`src/tw_pkg.sv`:
```
// shared constants and types of the two-wire control block
package tw_pkg;

    // register offsets
    localparam logic [2:0] TW_OFS_DATA = 3'h0;
    localparam logic [2:0] TW_OFS_STAT = 3'h1;
    localparam logic [2:0] TW_OFS_CSTAT = 3'h2;
    localparam logic [2:0] TW_OFS_CTL1 = 3'h3;
    localparam logic [2:0] TW_OFS_ADDR = 3'h4;
    localparam logic [2:0] TW_OFS_CTL2 = 3'h5;

    // reset values
    localparam logic [7:0] TW_CTL1_RST = 8'h00;
    localparam logic [7:0] TW_CTL2_RST = 8'h00;
    localparam logic [7:0] TW_ADDR_RST = 8'h00;
    localparam logic [7:0] TW_STAT_RST = 8'h00;

    // status bits that software clears by writing one
    localparam logic [7:0] TW_STAT_W1C = 8'hBC;

    // scl phase is this many times the divisor in module clocks
    localparam int TW_SCL_MULT = 2;
    localparam logic [3:0] TW_ACK_BIT = 4'h8;
    localparam logic [3:0] TW_LAST_DATA_BIT = 4'h7;
    localparam logic [2:0] TW_ADDR_BITS = 3'h7;

    typedef struct packed {
        logic [2:0] addr;
        logic [7:0] wdata;
        logic wr;
        logic rd;
    } tw_bus_req_t;

    typedef struct packed {
        logic stall_after_start_enable;
        logic new_match_int_enable;
        logic global_call_enable;
        logic ack;
        logic rsvd;
        logic interrupt_enable_bit;
        logic stop;
        logic start;
    } tw_ctl1_t;

    typedef struct packed {
        logic slave_stop_flag;
        logic sdast;
        logic bus_error_flag;
        logic negack;
        logic start_stall_flag;
        logic nmatch;
        logic master;
        logic xmit;
    } tw_stat_t;

    typedef struct packed {
        logic own_address_enable;
        logic [6:0] addr;
    } tw_addr_t;

    typedef struct packed {
        logic [6:0] clock_divisor;
        logic enable;
    } tw_ctl2_t;

    typedef enum logic [3:0] {
        M_IDLE, M_WAIT, M_START, M_LOW, M_HIGH, M_HOLD,
        M_RS_A, M_RS_B, M_STOP_A, M_STOP_B, M_STOP_C
    } tw_mst_t;

    typedef struct packed {
        tw_mst_t ms;
        tw_ctl1_t c1;
        tw_stat_t st;
        tw_addr_t ad;
        tw_ctl2_t c2;
        logic match;
        logic bus_busy_flag;
        logic [7:0] dat;
        logic [3:0] bcnt;
        logic first;
        logic dwr;
        logic sl_act;
        logic [2:0] scnt;
        logic [6:0] ssh;
        logic scl_p;
        logic sda_p;
        logic scl_oe;
        logic sda_oe;
        logic lo;
        logic irq;
        logic [7:0] rdata;
    } tw_ctl_st_t;

    typedef struct packed {
        logic [8:0] cnt;
        logic [8:0] gap;
    } tw_gen_st_t;

endpackage

```
`src/tw_ctl.sv`:
```
// two-wire controller: start/stop, own address match, scl timing, enable
// Summary of operation
// - with stall-after-start enabled, master sets start stall flag after a start
// - stop seen on bus while addressed slave sets slave stop flag
// - writing one to stop while master generates a stop condition
// - hardware clears the stop bit once the stop is on the bus
// - start bit clears after the start is sent or on bus error
// - a non-master waits for the bus to be free, then starts
// - an active master starts only after start then a data write
// - start during a transfer gives a repeated start, no stop between
// - own address enable at zero means no address compare
// - first seven bits after start compare against address bits 6 down to 0
// - match only if seven bits equal address and enable is one
// - master holds scl low and high each twice divisor module clocks
// - enable zero clears first control and status registers and all cstat bits but the sda level, halts clocks
// - second control register resets to zero, block disabled
// - interrupt events reach the output only with interrupt enable set
// - with stall-after-start, bus stalls after address byte until software acts
`timescale 1ns/1ps
module tw_ctl (
    input wire logic mclk,
    input wire logic rst_n,
    input wire tw_pkg::tw_bus_req_t bus,
    output logic [7:0] rdata,
    output logic irq,
    input wire logic scl_i,
    output logic scl_o,
    output logic scl_oe,
    input wire logic sda_i,
    output logic sda_o,
    output logic sda_oe
);
    import tw_pkg::*;

    logic [1:0] rs_q;
    logic rst_s_n;
    logic scl_s;
    logic sda_s;
    logic tick;
    logic run;
    logic start_det;
    logic stop_det;
    logic scl_rise;
    tw_ctl_st_t q;
    tw_ctl_st_t d;
    tw_stat_t st_w1c;
    tw_ctl1_t c1_w;
    logic [7:0] cstat;

    always_ff @(posedge mclk or negedge rst_n)
    begin
        if (!rst_n)
            rs_q <= 2'h0;
        else
            rs_q <= {rs_q[0], 1'b1};
    end
    assign rst_s_n = rs_q[1];

    tw_sync u_sync (
        .mclk(mclk),
        .rst_s_n(rst_s_n),
        .scl_i(scl_i),
        .sda_i(sda_i),
        .scl_s(scl_s),
        .sda_s(sda_s)
    );

    // timer only runs in the timed master phases; halted when disabled
    assign run = q.c2.enable && (q.ms != M_IDLE) && (q.ms != M_WAIT) && (q.ms != M_HOLD);

    tw_sclgen u_gen (
        .mclk(mclk),
        .rst_s_n(rst_s_n),
        .run(run),
        .div(q.c2.clock_divisor),
        .tick(tick)
    );

    assign start_det = scl_s && q.scl_p && q.sda_p && !sda_s;
    assign stop_det = scl_s && q.scl_p && !q.sda_p && sda_s;
    assign scl_rise = scl_s && !q.scl_p;
    assign st_w1c = tw_stat_t'(bus.wdata & TW_STAT_W1C);
    assign c1_w = tw_ctl1_t'(bus.wdata);
    assign cstat = {2'h0, 1'b0, sda_s, 1'b0, q.match, q.bus_busy_flag, q.st.master || q.sl_act};

    always_comb
    begin
        d = q;
        d.lo = 1'b0;
        d.scl_p = scl_s;
        d.sda_p = sda_s;

        // software writes first, so hardware sets below win over clears
        if (bus.wr)
        begin
            if (bus.addr == TW_OFS_DATA)
            begin
                d.dat = bus.wdata;
                d.dwr = 1'b1;
                d.st.sdast = 1'b0;
            end
            else if (bus.addr == TW_OFS_STAT)
            begin
                d.st = q.st & ~st_w1c;
            end
            else if (bus.addr == TW_OFS_CTL1)
            begin
                d.c1 = c1_w;
                d.c1.rsvd = 1'b0;
                // start and stop are only set by software, cleared by hardware
                d.c1.stop = q.c1.stop | c1_w.stop;
                d.c1.start = q.c1.start | c1_w.start;
            end
            else if (bus.addr == TW_OFS_ADDR)
            begin
                d.ad = tw_addr_t'(bus.wdata);
            end
            else if (bus.addr == TW_OFS_CTL2)
            begin
                d.c2 = tw_ctl2_t'(bus.wdata);
            end
        end

        if (start_det)
            d.bus_busy_flag = 1'b1;
        if (stop_det)
            d.bus_busy_flag = 1'b0;

        // slave address capture
        if (start_det && !q.st.master)
        begin
            d.sl_act = 1'b1;
            d.scnt = 3'h0;
            d.match = 1'b0;
        end
        else if (q.sl_act && q.scnt == TW_ADDR_BITS)
        begin
            // the direction bit is never shifted in
            d.sl_act = 1'b0;
            if (q.ad.own_address_enable && q.ssh == q.ad.addr)
            begin
                d.match = 1'b1;
                d.st.nmatch = 1'b1;
            end
        end
        else if (q.sl_act && scl_rise)
        begin
            // msb first: first bit lands in bit 6
            d.ssh = {q.ssh[5:0], sda_s};
            d.scnt = q.scnt + 3'h1;
        end

        if (stop_det)
        begin
            d.sl_act = 1'b0;
            if (!q.st.master && q.match)
            begin
                d.st.slave_stop_flag = 1'b1;
                d.match = 1'b0;
            end
        end

        // a stop request with no bus ownership has nothing to end
        if (q.c1.stop && !q.st.master && q.ms == M_IDLE)
            d.c1.stop = 1'b0;

        case (q.ms)
            M_IDLE:
            begin
                if (q.c1.start && !q.st.master)
                    d.ms = M_WAIT;
            end
            M_WAIT:
            begin
                if (!q.bus_busy_flag)
                begin
                    d.ms = M_START;
                    d.sda_oe = 1'b1;
                end
            end
            M_START:
            begin
                if (tick)
                begin
                    d.c1.start = 1'b0;
                    d.st.master = 1'b1;
                    d.st.xmit = 1'b1;
                    d.scl_oe = 1'b1;
                    d.first = 1'b1;
                    d.ms = M_HOLD;
                end
            end
            M_HOLD:
            begin
                // scl held low here; a set stall flag keeps the bus stalled
                if (q.c1.stop)
                begin
                    d.ms = M_STOP_A;
                    d.sda_oe = 1'b1;
                    // a pending byte must not leak into the next message
                    d.dwr = 1'b0;
                end
                else if (q.dwr && !q.st.start_stall_flag)
                begin
                    if (q.c1.start)
                    begin
                        // byte stays pending and goes out after the repeated start
                        d.ms = M_RS_A;
                        d.sda_oe = 1'b0;
                    end
                    else
                    begin
                        d.dwr = 1'b0;
                        d.ms = M_LOW;
                        d.bcnt = 4'h0;
                        d.sda_oe = !q.dat[7];
                    end
                end
            end
            M_LOW:
            begin
                if (tick)
                begin
                    d.scl_oe = 1'b0;
                    d.ms = M_HIGH;
                end
            end
            M_HIGH:
            begin
                if (tick)
                begin
                    // sda moves on the same edge scl goes low; slaves sample on rise
                    d.scl_oe = 1'b1;
                    if (q.bcnt == TW_ACK_BIT)
                    begin
                        d.ms = M_HOLD;
                        d.sda_oe = 1'b0;
                        d.st.sdast = 1'b1;
                        if (sda_s)
                            d.st.negack = 1'b1;
                        if (q.first && q.c1.stall_after_start_enable)
                            d.st.start_stall_flag = 1'b1;
                        d.first = 1'b0;
                    end
                    else
                    begin
                        d.dat = {q.dat[6:0], sda_s};
                        d.bcnt = q.bcnt + 4'h1;
                        d.sda_oe = (q.bcnt == TW_LAST_DATA_BIT) ? 1'b0 : !q.dat[6];
                        d.ms = M_LOW;
                    end
                end
            end
            M_RS_A:
            begin
                if (tick)
                begin
                    d.scl_oe = 1'b0;
                    d.ms = M_RS_B;
                end
            end
            M_RS_B:
            begin
                if (tick)
                begin
                    // sda falls while scl high: repeated start, no stop
                    d.sda_oe = 1'b1;
                    d.ms = M_START;
                end
            end
            M_STOP_A:
            begin
                if (tick)
                begin
                    d.scl_oe = 1'b0;
                    d.ms = M_STOP_B;
                end
            end
            M_STOP_B:
            begin
                if (tick)
                begin
                    d.sda_oe = 1'b0;
                    d.ms = M_STOP_C;
                end
            end
            M_STOP_C:
            begin
                if (tick)
                begin
                    d.c1.stop = 1'b0;
                    d.st.master = 1'b0;
                    d.st.xmit = 1'b0;
                    d.ms = M_IDLE;
                end
            end
            default:
            begin
                d.ms = M_IDLE;
            end
        endcase

        // foreign start or stop in the middle of our byte
        if ((start_det || stop_det) && (q.ms == M_LOW || q.ms == M_HIGH))
        begin
            d.st.bus_error_flag = 1'b1;
            d.c1.start = 1'b0;
            d.st.master = 1'b0;
            d.st.xmit = 1'b0;
            d.scl_oe = 1'b0;
            d.sda_oe = 1'b0;
            d.ms = M_IDLE;
        end

        if (!d.c2.enable)
        begin
            d.c1 = tw_ctl1_t'(TW_CTL1_RST);
            d.st = tw_stat_t'(TW_STAT_RST);
            d.match = 1'b0;
            d.bus_busy_flag = 1'b0;
            d.ms = M_IDLE;
            d.scl_oe = 1'b0;
            d.sda_oe = 1'b0;
            d.sl_act = 1'b0;
            d.dwr = 1'b0;
            d.first = 1'b0;
        end

        d.irq = d.c1.interrupt_enable_bit && (d.st.start_stall_flag ||
            d.st.slave_stop_flag || d.st.bus_error_flag || d.st.negack ||
            d.st.sdast || (d.st.nmatch && d.c1.new_match_int_enable));

        d.rdata = 8'h00;
        if (bus.rd)
        begin
            if (bus.addr == TW_OFS_DATA)
                d.rdata = q.dat;
            else if (bus.addr == TW_OFS_STAT)
                d.rdata = q.st;
            else if (bus.addr == TW_OFS_CSTAT)
                d.rdata = cstat;
            else if (bus.addr == TW_OFS_CTL1)
                d.rdata = q.c1;
            else if (bus.addr == TW_OFS_ADDR)
                d.rdata = q.ad;
            else if (bus.addr == TW_OFS_CTL2)
                d.rdata = q.c2;
        end
    end

    // own address has no defined reset value; zero is used here
    always_ff @(posedge mclk or negedge rst_s_n)
    begin
        if (!rst_s_n)
        begin
            q <= '0;
            q.c1 <= tw_ctl1_t'(TW_CTL1_RST);
            q.st <= tw_stat_t'(TW_STAT_RST);
            q.ad <= tw_addr_t'(TW_ADDR_RST);
            q.c2 <= tw_ctl2_t'(TW_CTL2_RST);
            q.scl_p <= 1'b1;
            q.sda_p <= 1'b1;
        end
        else
        begin
            q <= d;
        end
    end

    assign rdata = q.rdata;
    assign irq = q.irq;
    assign scl_o = q.lo;
    assign sda_o = q.lo;
    assign scl_oe = q.scl_oe;
    assign sda_oe = q.sda_oe;
endmodule // tw_ctl

```
`src/tw_sync.sv`:
```
// two-flop synchroniser for the scl and sda pin levels
`timescale 1ns/1ps
module tw_sync (
    input wire logic mclk,
    input wire logic rst_s_n,
    input wire logic scl_i,
    input wire logic sda_i,
    output logic scl_s,
    output logic sda_s
);
    logic [1:0] meta_q;
    logic [1:0] sync_q;

    // pins idle high, so reset to the released level
    always_ff @(posedge mclk or negedge rst_s_n)
    begin
        if (!rst_s_n)
        begin
            meta_q <= 2'h3;
            sync_q <= 2'h3;
        end
        else
        begin
            meta_q <= {scl_i, sda_i};
            sync_q <= meta_q;
        end
    end

    assign scl_s = sync_q[1];
    assign sda_s = sync_q[0];
endmodule // tw_sync

```
`src/tw_sclgen.sv`:
```
// scl phase timer: one tick per phase of the master clock
`timescale 1ns/1ps
module tw_sclgen (
    input wire logic mclk,
    input wire logic rst_s_n,
    input wire logic run,
    input wire logic [6:0] div,
    output logic tick
);
    import tw_pkg::*;

    tw_gen_st_t q;
    tw_gen_st_t d;
    logic [8:0] lim;

    assign lim = 9'(TW_SCL_MULT * div) - 9'h001;
    assign tick = run && (q.cnt == lim);

    // counter held at zero while idle so every phase starts full length
    always_comb
    begin
        d = q;
        if (!run || tick)
        begin
            d.cnt = 9'h000;
            d.gap = 9'h000;
        end
        else
        begin
            d.cnt = q.cnt + 9'h001;
            d.gap = q.gap + 9'h001;
        end
    end

    always_ff @(posedge mclk or negedge rst_s_n)
    begin
        if (!rst_s_n)
            q <= '0;
        else
            q <= d;
    end
endmodule // tw_sclgen

```
`config.mk`:
```
export PLATFORM = sky130hd
export DESIGN_NAME = tw_ctl
export DESIGN_NICKNAME = d
export VERILOG_FILES = /design/src/tw_pkg.sv /design/src/tw_ctl.sv /design/src/tw_sync.sv /design/src/tw_sclgen.sv
export SDC_FILE = /design/constraint.sdc
export NUM_CORES = 1
export LEC_CHECK = 0
export BUFFER_PORTS_ARGS = -buffer_cell sky130_fd_sc_hd__buf_2
export CORE_UTILIZATION = 59
export DETAILED_ROUTE_END_ITERATION = 10
export PLACE_DENSITY = 0.78
export SYNTH_ARGS = -nofsm -noshare
export SYNTH_HDL_FRONTEND = slang
export SYNTH_SLANG_ARGS = --single-unit
export TNS_END_PERCENT = 5
```
`constraint.sdc`:
```
create_clock -name mclk -period 2.9 [get_ports mclk]
set_input_delay 0.29 -clock mclk [delete_from_list [all_inputs] [get_ports mclk]]
set_output_delay 0.29 -clock mclk [all_outputs]
set_load 0.02 [all_outputs]
```
======== After elaboration in Yosys (flattened, before gate mapping) ========
Index checks and enable logic that the tools add are counted.
storage, ports and cells
  input bits .............................. 17
  word-level logic and storage cells ...... 269
  register bits ........................... 100
cells by class
  equal/unequal tests ..................... 52
  multiplexer cells ....................... 105
  reduce and logical (&&, ||, !) cells .... 56
  add/sub/neg operators ................... 5
  bitwise logic cells ..................... 10
operators with widths
  kind                   number
  $mux W8                16
  $mux W4                17
  $pmux W4 S11           1
  $mux W1                42
  $mux W16               2
  $mux W32               1
  $ne A4 B3 Y1 const B   7
  $logic_and A1 B1 Y1    23
  $mux W22               1
  $eq A4 B3 Y1 const B   5
  $mux W10               2
  $mux W2                10
  $mux W20               1
  $ne A4 B2 Y1 const B   5
  $add A9 B1 Y9 const B  2
  $mux W18               1
  $reduce_and A6 Y1      3
  $eq A4 B4 Y1 const B   4
  $ne A2 B2 Y1 const B   8
  $mux W13               1
  $mux W12               1
  $reduce_and A4 Y1      3
  $reduce_and A11 Y1     1
  $eq A3 B3 Y1 const B   3
  other kinds (39)       68

======== Longest topological paths before layout ========
Gate-level depths: netlist of run 1.
  depth after elaboration ................. 18
  mapped depth ............................ 10

======== Hierarchy ========
From an unflattened synthesis of run 1, not the netlist that was laid out.
second synthesis, totals
  cells, all modules ...................... 516
  area, all modules ....................... 4,948.5 µm²
by module, submodules not included
  module     cells each  instances  seq. area each (µm²)  area an instance (µm²)
  tw_ctl     438         1          1,904.3               4,156.5
  tw_sclgen  74          1          225.2                 686.9
  tw_sync    4           1          105.1                 105.1

======== Worst setup path after synthesis of run 1 ========
Ideal clock, no wire load.
  path type ............................... register to register
  from .................................... register q[44] (netlist name)
  to ...................................... register q[74] (netlist name)
  path slack .............................. 144 ps
  data arrival time ....................... 2,632 ps
  required time ........................... 2,775 ps
  cell stages (with the launch flop) ...... 8
  period minus slack after synthesis ...... 2,756 ps
  library setup time ...................... 125 ps
  buffers on the path ..................... 1
  path through ............................ dfrtp_1 > buf_6 > or4_4 > xnor2_1 > nor4_1 > o2111ai_2 > a31oi_1 > mux2_2
on the way
  word-level cells in the longest chain between the ends .. 5
  elaborated cells between the ends (all ways) .. 12
ends and longest elaborated chain
  what                                                    line             source
  from (decl)                                             tw_ctl.sv:44     tw_ctl_st_t q;
  $sub A8 B1 Y9 *                                         tw_sclgen.sv:16  assign lim = 9'(TW_SCL_MULT * div) - 9'h001;
  $eq A9 B9 Y1 *                                          tw_sclgen.sv:17  assign tick = run && (q.cnt == lim);
  $logic_and A1 B1 Y1 *                                   tw_sclgen.sv:17
  $ne A4 B3 Y1 (no line) or $ne A4 B2 Y1 (tied branches)  n/a
  $reduce_and A11 Y1 (no line) *                          n/a
Every way passes the cells marked *; elsewhere a longest branch is shown, timed or not.
A chain may end at the register's enable or synchronous reset.

======== Final worst setup path of run 1 ========
  from .................................... register q[43] (netlist name)
  to ...................................... register q[74] (netlist name)
The elaborated chain is that of the path after synthesis.

==> impl_results.md, run 1 <==
- Area share of the largest cell type after synthesis: 41.7%
- Largest net degree at the start of global routing: 88
- Post-Place Setup Slack: 0.128 ns
- Tightest slew margin relative to the limit: 27.3%
- Worst path max stage delay: 0.53 ns
- Final number of hold-violating endpoints: 0
- Clock root buffer: sky130_fd_sc_hd__clkbuf_8
- Unrepaired setup endpoints after global routing: no
- Clock buffers created by TritonCTS: 9
- Last weighted congestion value of the routability-driven placer: 0.911
- Worst-Margin Slew: 1.09 ns
- Async set or reset register ratio after synthesis: 100%
- Proportion of power drawn by combinational gates: 27.4%
- Mapped cell area: 0.00498 mm²
- Number of enable-type register cells in the synthesized netlist: 0
- Cell area power density: 623 mW/mm²
- Cells along the critical path: or4_4 > or4_4 > a31oi_4 > o2111ai_2 > a31oi_2 > mux2_2
- Time the worst path needs with I/O delays and setup: 2.77 ns
- Total routing resource utilization after global routing: 30.5%
- Clk network pwr share: 26.5%
- Mean post-synth cell area: 9.93 µm²
- Cell-internal power: 2.24 mW
- Max Root-Sink Buffers: 2
- Leading register cell type out of synthesis: sky130_fd_sc_hd__dfrtp_1
- Fraction of layout cells with a size suffix above 1: 21.5%
- Number of nets with antenna violations after detailed routing: 0
- Number of levels the H-tree was split into: 3
- Number of buffers added for setup after CTS: 0
- Setup CP Type: reg -> reg
- First-pass detailed-route iteration total: 5
- Std-Cell Rows: 33
- Data required time at the worst endpoint: 3.15 ns
- Leading cell types by count after synthesis: sky130_fd_sc_hd__dfrtp_1, sky130_fd_sc_hd__nor2_1, sky130_fd_sc_hd__nand2_1
- P_sw: 1.18 mW
- Drc violations: 0
- Seq/Total Area, Yosys: 44.9%
- Proportion of power drawn by flip-flops and latches: 46.1%
- Via count of the first global-routing pass: 4094
- Switching part of the total power: 34.4%
- Syn. warnings: 0
- CP Launch Type: flip-flop
- Startpoint of the worst setup timing path: q[43]$_DFFE_PN0P_
- TritonCTS clock tree: built
- Main area contributors after synthesis: sky130_fd_sc_hd__dfrtp_1, sky130_fd_sc_hd__mux2_2, sky130_fd_sc_hd__a21oi_1
- Synthesis-to-finish area growth: 10.1%
- Worst R2R Start: q[43]$_DFFE_PN0P_
- Final Slew Violations: 0
- Worst-case clock skew: 0.0101 ns
- Number of buffer cells added on primary ports: 27
- CP max-delay cell: sky130_fd_sc_hd__or4_4
- Final period utilization: 95.7%
- Post-detail-place hpwl: 8630 µm
- Leakage power total: 2.35 nW
- Peak fanout along the critical path: 6
- Worst skew pair latency: 0.36 ns
- Critical Path AT: 3.03 ns
- Starting utilization of the core area: 60.9%
- Max-cap violations: 0
- Mean number of vias per cell: 6.38
- Cell with the most instances after synthesis: sky130_fd_sc_hd__dfrtp_1
- Area of the core region: 0.00818 mm²
- Cell type with the largest total area after synthesis: sky130_fd_sc_hd__dfrtp_1
- Hold crit path type: in -> reg
- Width of the die: 93.9 µm
- Clock transition at the register clock pins on the worst setup and hold paths after CTS: 0.09 ns
- Post-synthesis cell type count: 67
- Final setup violation count: 0
- Antenna violations before repair: 1
- Overflow after GRT: 0
- I/O pin count: 30
- Final routed wirelength across all metal layers: 12100 µm
- Vertical extent of the die: 93.9 µm
- CTS sink count: 89
- Number of synthesized register bits: 89
- Iteration-0 DRC Markers: 385
- Number of nets in the final layout: 552
- Total vias in the final route: 4080
- Area of the die: 0.00881 mm²
- Maximum frequency from static timing analysis: 360 MHz
- VDD IR-drop max: 0.000391 V
- Kind of end point of the critical path: flip-flop
- Dominant cell type by count on the critical path: sky130_fd_sc_hd__or4_4
- Global-route wire length before repair: 20400 µm
- Total negative setup slack: 0 ns
- Worst hold start: sda_i
- Per-cell routed wire length: 18.9 µm
- Gate Count Post-Synth: 501
- Final setup margin: 0.125 ns
- Status: finished clean
kinds of logic (layout without fill, tap and decap cells):
family / Yosys count / in the layout / synth area share [%]
other: 2 / 4 / 0.151
AOI/OAI and AO/OA: 112 / 112 / 15.4
and+or+nand+nor: 163 / 163 / 17.0
buffers and inverters: 52 / 84 / 5.05
xor gates and xnor gates: 29 / 29 / 5.10
adders and majority gates: 6 / 6 / 1.51
DFF: 89 / 89 / 44.9
muxes: 48 / 48 / 10.9
placed cells by master (no fill, tap or decap), types with 11 or more instances in the layout:
master                     n
sky130_fd_sc_hd__dfrtp_1  82
sky130_fd_sc_hd__mux2i_1  17
sky130_fd_sc_hd__nand2_1  38
sky130_fd_sc_hd__a21oi_1  36
sky130_fd_sc_hd__nand3_1  11
sky130_fd_sc_hd__inv_1    17
sky130_fd_sc_hd__mux2_2   28
sky130_fd_sc_hd__o21ai_0  17
sky130_fd_sc_hd__xnor2_1  16
sky130_fd_sc_hd__buf_2    27
sky130_fd_sc_hd__nor2_1   48
sky130_fd_sc_hd__buf_4    22
sky130_fd_sc_hd__xor2_1   13
sequential cells by signal, indices dropped and copies added, names as in the netlist:
name / flops
irq: 1
cstat: 2
u_sync.sync_q: 2
sda_oe: 1
q: 61
u_sync.meta_q: 2
scl_oe: 1
u_gen.q: 9
rs_q: 2
rdata: 8
path summary, 6_finish.rpt:
| check | endpoint | slack [ns] | cells after the start |
|---|---|---|---|
| setup / recovery | q[74]$_DFFE_PN0P_ | 0.13 | 6 |
| hold / removal | u_sync.meta_q[0]$_DFF_PN1_ | 0.01 | 1 |
| setup reg to reg | q[74]$_DFFE_PN0P_ | 0.13 | 6 |
| hold reg to reg | u_sync.sync_q[0]$_DFF_PN1_ | 0.36 | 0 |
| max in group asynchronous | u_gen.q[16]$_DFF_PN0_ | 1.66 | 0 |
| min in group asynchronous | rs_q[1]$_DFF_PN0_ | 0.22 | 2 |
critical path, delay by kind of cell, from the launching register on:
family / cells / cell delay [ns]
AND/OR/NAND/NOR: 2 / 1.04
flip-flops: 1 / 0.45
multiplexers: 1 / 0.36
AO/OA/AOI/OAI: 3 / 0.82
per-stage QoR:
step	utilization (%)	cells	power [mW]	hold WS (ns)	area, µm²
floorplan	-	502	2.22	-0.00559	4980
global placement	64.2	622	2.47	0.0754	5250
detailed placement	64.2	622	2.50	0.0760	5250
CTS	66.9	639	3.40	0.00810	5470
global route	67.0	639	3.59	0.00244	5480
finish	67.0	640	3.41	0.0146	5480
area by class of cell:
type                    instances  area [µm²]
inverters                      18        67.6
flip-flops and latches         89        2240
fillers                       663        2700
repair buffers                 50         310
clock buffers                  10         138
well taps                     105         131
clock inverters                 6        72.6
diodes                          1        2.50
multi-input cells             361        2520
what timing repair did:
item	4_1_cts	5_1_grt
setup endpoints to repair	0	1
hold buffers	1	0
gates resized for setup	0	1
endpoints found under the hold margin	2	0
power by group through the flow:
| stage | registers (mW) | clock network, mW | logic (mW) |
|---|---|---|---|
| floorplan | 1.54 | 0 | 0.679 |
| global placement | 1.58 | 0 | 0.888 |
| detailed placement | 1.59 | 0 | 0.905 |
| CTS | 1.57 | 0.918 | 0.914 |
| global route | 1.60 | 0.972 | 1.02 |
| finish | 1.57 | 0.906 | 0.934 |
routing by layer:
layer	vias up	global-route usage, %	wire length, µm
li1	1854	-	-
met1	1994	41.0	5010
met2	193	48.7	5840
met3	39	4.13	814
met4	0	14.6	425
met5	-	0	0
Note: power is estimated with default switching activity, not from simulation.
==> run 2, diff against run 1 <==
SYNTH_HIERARCHICAL = 1   (was not set)
==> run 2 against run 1 <==
Compared with the run above: the flow now finishes with violations (negative setup slack); non-clock buffer count up 16; total power fell by 9.6%; via count decreased by 0.20%; critical endpoint is now q[75]$_DFFE_PN0P_.
==> impl_results.md, run 2 <==
- Total negative setup slack: -0.305 ns
- Area share of the largest cell type after synthesis: 42.0%
- Std-Cell Rows: 33
- Complex-gate fraction of the synthesized area: 14.4%
- Fraction of layout cells with a size suffix above 1: 23.5%
- Number of enable-type register cells in the synthesized netlist: 0
- Per-cell routed wire length: 18.0 µm
- Overall power consumption: 3.08 mW
- Drc violations: 0
- CP max-delay cell: sky130_fd_sc_hd__or4_1
- CTS sink count: 89
- Setup CP Type: reg -> reg
- Cell Count Post-Placement: 652
- Number of nets with antenna violations after detailed routing: 0
- Max-cap violations: 0
- I/O pin count: 30
- Final Slew Violations: 0
- Syn. warnings: 6
- Number of buffer cells added on primary ports: 27
- Antenna violations before repair: 0
- Post-synthesis share of cell area spent on xor and xnor gates: 4.78%
- Global-route wire length before repair: 19800 µm
- TritonCTS clock tree: built
- Commonest cells after routing, fill and taps aside: sky130_fd_sc_hd__dfrtp_1, sky130_fd_sc_hd__nor2_1, sky130_fd_sc_hd__nand2_1
- Total vias in the final route: 4072
- Leading register cell type out of synthesis: sky130_fd_sc_hd__dfrtp_1
- Mapped cell area: 0.00495 mm²
- Status: finished with violations
- Final setup margin: -0.0949 ns
- Overflow after GRT: 0
- Mean number of vias per cell: 6.08
- Final setup violation count: 7
- Vertical extent of the die: 93.6 µm
- Main area contributors after synthesis: sky130_fd_sc_hd__dfrtp_1, sky130_fd_sc_hd__mux2i_1, sky130_fd_sc_hd__nor2_1
- Total routing resource utilization after global routing: 29.8%
- CP Launch Type: flip-flop
- Iteration-0 DRC Markers: 359
- Largest net degree at the start of global routing: 58
- Tightest slew margin relative to the limit: 49.3%
- Leakage power total: 2.56 nW
- Post-Place Setup Slack: -0.110 ns
- Kind of end point of the critical path: flip-flop
- Antenna diode count: 0
- Combinational family with the most area after synthesis: simple AND/OR/NAND/NOR gates
- Area of the core region: 0.00818 mm²
- Number of flip-flops in the largest register: 61
- Gate Count Post-Synth: 516
- Multi-input gate area in the final layout: 0.00259 mm²
- Synthesis-to-finish area growth: 14.8%
- Critical Path AT: 3.29 ns
- Worst-case clock skew: 0.0189 ns
- Via count of the first global-routing pass: 3820
- Most common cell after layout, fill and taps aside: sky130_fd_sc_hd__dfrtp_1
- Starting utilization of the core area: 60.5%
- Simple-gate share of the synthesized area: 20.6%
- Placed Instance Area: 0.00540 mm²
- Area of the die: 0.00876 mm²
- Failing checks: negative setup slack
- Final routed wirelength across all metal layers: 12100 µm
- Time the worst path needs with I/O delays and setup: 2.99 ns
- Mux cell area share after synthesis: 8.75%
- Worst skew pair latency: 0.37 ns
- Number of levels the H-tree was split into: 3
- Dominant cell type by count on the critical path: sky130_fd_sc_hd__or4_1
- Clock transition at the register clock pins on the worst setup and hold paths after CTS: 0.11 ns
- Seq/Total Area, Yosys: 45.2%
- Non-Filler Cell Area, Final: 0.00568 mm²
- Fill cell instance count of the final layout: 611
- Cell area power density: 543 mW/mm²
- Worst path max stage delay: 0.55 ns
- First-pass detailed-route iteration total: 5
- Max Root-Sink Buffers: 2
- Leading cell types by count after synthesis: sky130_fd_sc_hd__dfrtp_1, sky130_fd_sc_hd__nor2_1, sky130_fd_sc_hd__nand2_1
- Cell with the most instances after synthesis: sky130_fd_sc_hd__dfrtp_1
- Maximum frequency from static timing analysis: 334 MHz
- Hold Slack: 0.0264 ns
- Width of the die: 93.6 µm
- Data required time at the worst endpoint: 3.19 ns
- Final period utilization: 103%
- Worst-Margin Slew: 0.761 ns
- Cell type with the largest total area after synthesis: sky130_fd_sc_hd__dfrtp_1
- Final number of hold-violating endpoints: 0
- Last weighted congestion value of the routability-driven placer: 0.903
- Number of non-filler instances in the completed layout: 670
- Post-synthesis cell type count: 66
- Arithmetic-cell share of the synthesized area counting full adders, half adders and majority gates: 1.52%
- Clock root buffer: sky130_fd_sc_hd__clkbuf_8
- Number of nets in the final layout: 583
- Mean post-synth cell area: 9.59 µm²
- Unrepaired setup endpoints after global routing: yes
- Post-detail-place hpwl: 8690 µm
- Async set or reset register ratio after synthesis: 100%
- Peak fanout along the critical path: 4
- VDD IR-drop max: 0.000375 V
- Register containing the most flip-flops in the final layout: q
- Clock buffers created by TritonCTS: 9
- Sequential cell area: 0.00224 mm²
- Cells along the critical path: buf_4 > or4_1 > nor2_2 > xnor2_2 > nor4_2 > and2_4 > nor2b_1 > o211ai_1 > o21ai_1 > or4_1 > o211ai_2
- Number of synthesized register bits: 89
- Hold crit path type: in -> reg
- Worst reg-to-reg setup slack: -0.09 ns
- Finished Core Util: 69.5%
-- run 2: cell families (layout without fill, tap and decap cells) --
logic type,after synthesis,after routing
AO/OA/AOI/OAI,109,109
XOR/XNOR,27,27
adder cells (fa/ha/maj),6,6
buffers and inverters,49,97
flip-flops,89,89
multiplexers,41,41
other,2,3
AND/OR/NAND/NOR,193,193
-- run 2: timing repair --
action,in CTS,in global routing
buffers inserted,0,1
setup endpoints to repair,9,19
resized for setup,5,6
hold endpoints to repair,2,0
hold buffers,1,0
pin swaps,3,0
-- run 2: layout make-up --
type | count | share of cell area, %
tap | 105 | 2.31
clock inverter | 7 | 1.50
sequential | 89 | 39.5
multi-input combinational | 379 | 45.5
clock buffer | 9 | 2.18
inverter | 15 | 0.991
timing repair buffer | 66 | 8.02
-- run 2: worst max-delay path: cells and delay by family, from the launching register on --
kind | cells | cell delay [ns]
xor+xnor | 1 | 0.11
flops | 1 | 0.44
compound gates | 3 | 0.45
simple gates | 6 | 1.74
buf+inv | 1 | 0.16
-- run 2: layer usage --
layer | track usage (%) | share of wire (%) | up-vias
met5 | 0 | 0 | -
met2 | 45.7 | 46 | 173
met4 | 9.23 | 2.1 | 0
met3 | 4.96 | 6.8 | 27
met1 | 43.2 | 45 | 1987
li1 | - | - | 1885
-- run 2: power by group --
part / switching (mW) / internal [mW]
Sequential: 0.123 / 1.35
Clock: 0.492 / 0.416
Combinational: 0.377 / 0.325
Total: 0.992 / 2.09
-- run 2: final timing paths --
kind                                             from                          to  depth (start not counted)
hold reg to reg            u_sync/meta_q[0]$_DFF_PN1_  u_sync/sync_q[0]$_DFF_PN1_                          0
max in group asynchronous           rs_q[1]$_DFF_PN0_  u_sync/sync_q[0]$_DFF_PN1_                          1
setup / recovery                    q[42]$_DFFE_PN0P_           q[75]$_DFFE_PN0P_                         11
hold / removal                                  scl_i  u_sync/meta_q[1]$_DFF_PN1_                          1
min in group asynchronous                       rst_n           rs_q[1]$_DFF_PN0_                          2
setup reg to reg                    q[42]$_DFFE_PN0P_           q[75]$_DFFE_PN0P_                         11
==> run 3, diff against run 2 <==
CORE_UTILIZATION = 57   (was 59)
CTS_BUF_LIST = sky130_fd_sc_hd__clkbuf_2   (was not set)
SETUP_SLACK_MARGIN = 0.05   (was not set)
clock period = 2.4 ns   (was 2.9 ns; I/O delays follow)
==> run 3 against run 2 <==
Compared with the run above: the flow still finishes with violations (negative setup slack); worst hold slack gained 0.12 ns; sequential share of layout area down 2.0 points; final cell count rose by 5.2%; largest power group unchanged.
==> impl_results.md, run 3 (synthesis gave the netlist of run 2 again) <==
- Status: finished with violations
- Failing checks: negative setup slack
- Width of the die: 95.2 µm
- Clock buffers created by TritonCTS: 9
- Per-cell routed wire length: 17.4 µm
- Total routing resource utilization after global routing: 28.8%
- Vertical extent of the die: 95.2 µm
- P_sw: 1.15 mW
- Total vias in the final route: 4159
- Worst Path Buf+Inv: 2
- Iteration-0 DRC Markers: 279
- Antenna violations before repair: 0
- Mean number of vias per cell: 5.90
- Critical Path AT: 3.63 ns
- DR WL met2: 5800 µm
- Register containing the most flip-flops in the final layout: q
- Fraction of layout cells with a size suffix above 1: 28.3%
- Leakage power total: 2.73 nW
- Std-Cell Rows: 33
- VDD IR-drop max: 0.000393 V
- Antenna diode count: 0
- Synthesis-to-finish area growth: 20.9%
- Final number of hold-violating endpoints: 0
- R2R depth: 12
- Final routed wirelength across all metal layers: 12300 µm
- Largest net degree at the start of global routing: 38
- Routed metal-1 wirelength: 5360 µm
- Global-route wire length before repair: 19500 µm
- Starting utilization of the core area: 59.6%
- CP max-delay cell: sky130_fd_sc_hd__or4_1
- Max-cap violations: 0
- Post-detail-place hpwl: 8990 µm
- Hold crit path type: in -> reg
- Number of buffer cells added on primary ports: 27
- Time the worst path needs with I/O delays and setup: 3.15 ns
- Worst hold start: bus[12]
- Most common cell after layout, fill and taps aside: sky130_fd_sc_hd__dfrtp_1
- Number of levels the H-tree was split into: 3
- Worst skew pair latency: 0.54 ns
- Clk network pwr share: 24.7%
- First-pass detailed-route iteration total: 5
- Worst R2R Start: q[42]$_DFFE_PN0P_
- Number of flip-flops in the largest register: 61
- Routed met3 length: 834 µm
- Post-Place Setup Slack: -0.721 ns
- CTS sink count: 89
- Number of nets in the final layout: 618
- Data required time at the worst endpoint: 2.88 ns
- Final setup violation count: 26
- Area of the core region: 0.00830 mm²
- Startpoint of the worst setup timing path: q[42]$_DFFE_PN0P_
- Final Slew Violations: 0
- Top Layer Used: met4
- Cell-internal power: 2.42 mW
- Overall power consumption: 3.57 mW
- Overflow after GRT: 0
- Worst path max stage delay: 0.56 ns
- Worst reg-to-reg setup slack: -0.75 ns
- Worst-case clock skew: 0.0149 ns
- Maximum frequency from static timing analysis: 318 MHz
- CP Launch Type: flip-flop
- Kind of end point of the critical path: flip-flop
- Unrepaired setup endpoints after global routing: yes
- Max Root-Sink Buffers: 2
- Cell area power density: 597 mW/mm²
- Drc violations: 0
- Reg-to-reg endpoint: q[75]$_DFFE_PN0P_
- Final setup margin: -0.746 ns
- I/O pin count: 30
- Worst-Margin Slew: 0.626 ns
- Clock transition at the register clock pins on the worst setup and hold paths after CTS: 0.24 ns
- Final period utilization: 131%
- Proportion of power drawn by flip-flops and latches: 49.5%
- Via count of the first global-routing pass: 4000
- Cell family with the largest share of critical-path delay: simple AND/OR/NAND/NOR gates
- Setup CP Type: reg -> reg
- TritonCTS clock tree: built
- Switching part of the total power: 32.1%
- Tightest slew margin relative to the limit: 57.6%
- Commonest cells after routing, fill and taps aside: sky130_fd_sc_hd__dfrtp_1, sky130_fd_sc_hd__buf_4, sky130_fd_sc_hd__nor2_1
- Cells along the critical path: buf_4 > or4_4 > nor2_2 > xnor2_1 > nor4_2 > buf_4 > and2_4 > nor2b_1 > o211ai_1 > o21ai_2 > or4_1 > o211ai_2
- Proportion of power drawn by combinational gates: 25.8%
- Last weighted congestion value of the routability-driven placer: 0.919
- Hold Crit Depth: 3
- Number of nets with antenna violations after detailed routing: 0
- Worst hold path endpoint: q[44]$_DFFE_PN0P_
- Dominant cell type by count on the critical path: sky130_fd_sc_hd__buf_4
- Area of the die: 0.00906 mm²
- Peak fanout along the critical path: 4
- Clock root buffer: sky130_fd_sc_hd__clkbuf_2
## run 3: changes by cell type in the layout (fill, tap and decap cells not counted), moves of 3 or more
cell / before / now
sky130_fd_sc_hd__dlygate4sd3_1: 1 / 13
sky130_fd_sc_hd__o21ai_0: 32 / 29
sky130_fd_sc_hd__clkbuf_8: 9 / 0
sky130_fd_sc_hd__buf_4: 36 / 58
sky130_fd_sc_hd__clkbuf_2: 0 / 10
## run 3: metal layers
metal,global-route usage [%],vias to the layer above
li1,-,1967
met1,39.9,1999
met4,11.0,0
met2,45.1,166
met3,5.18,27
met5,0,-
## run 3: how the worst max path moves through the flow
stage                        endpoint  slack, ns  cells past startpoint
global placement    q[75]$_DFFE_PN0P_      -0.62                     12
floorplan           q[75]$_DFFE_PN0P_      -0.56                     13
finish              q[75]$_DFFE_PN0P_      -0.75                     12
CTS                 q[75]$_DFFE_PN0P_      -0.69                     12
global route        q[75]$_DFFE_PN0P_      -0.88                     12
detailed placement  q[75]$_DFFE_PN0P_      -0.72                     13
## run 3: stage by stage
| stage | std cells | instance area (µm²) | setup TNS [ns] | hold slack, ns | util, % |
|---|---|---|---|---|---|
| after floorplan | 517 | 5010 | -24.26 | -0.0556 | - |
| after global placement | 675 | 5590 | -9.95 | 0.0247 | 67.3 |
| after detailed placement | 675 | 5590 | -11.98 | 0.0277 | 67.3 |
| after CTS | 705 | 5930 | -10.01 | 0.125 | 71.5 |
| after global routing | 705 | 5980 | -14.79 | 0.121 | 72.1 |
| final | 705 | 5980 | -11.29 | 0.146 | 72.1 |
## run 3: power groups by stage
stage,clock network [mW],registers (mW),logic [mW]
3_3_place_gp,0,1.78,0.806
6_report,0.884,1.77,0.920
3_5_place_dp,0,1.79,0.837
5_1_grt,0.960,1.79,0.999
4_1_cts,0.900,1.77,0.883
2_1_floorplan,0,1.77,0.536
## run 3: final cells by class
cell class,instances,area (µm²)
clock buffers,10,50.0
inverters,15,56.3
repair buffers,101,761
clock inverters,6,90.1
multi-input cells,379,2660
well taps,105,131
fillers,623,2310
flip-flops and latches,89,2240
## run 3: timing repair
action,4_1_cts,5_1_grt
setup buffers,1,0
hold buffers,13,0
hold endpoints to repair,23,0
setup endpoints to repair,34,34
pin swaps,3,8
gates resized for setup,15,14
## run 3: worst reg2reg max path, delay by kind of cell, from the launching register on
family          cells  cell delay, ns
simple gates        6            1.67
compound gates      3            0.51
flops               1            0.47
buf+inv             2            0.35
xor+xnor            1            0.10
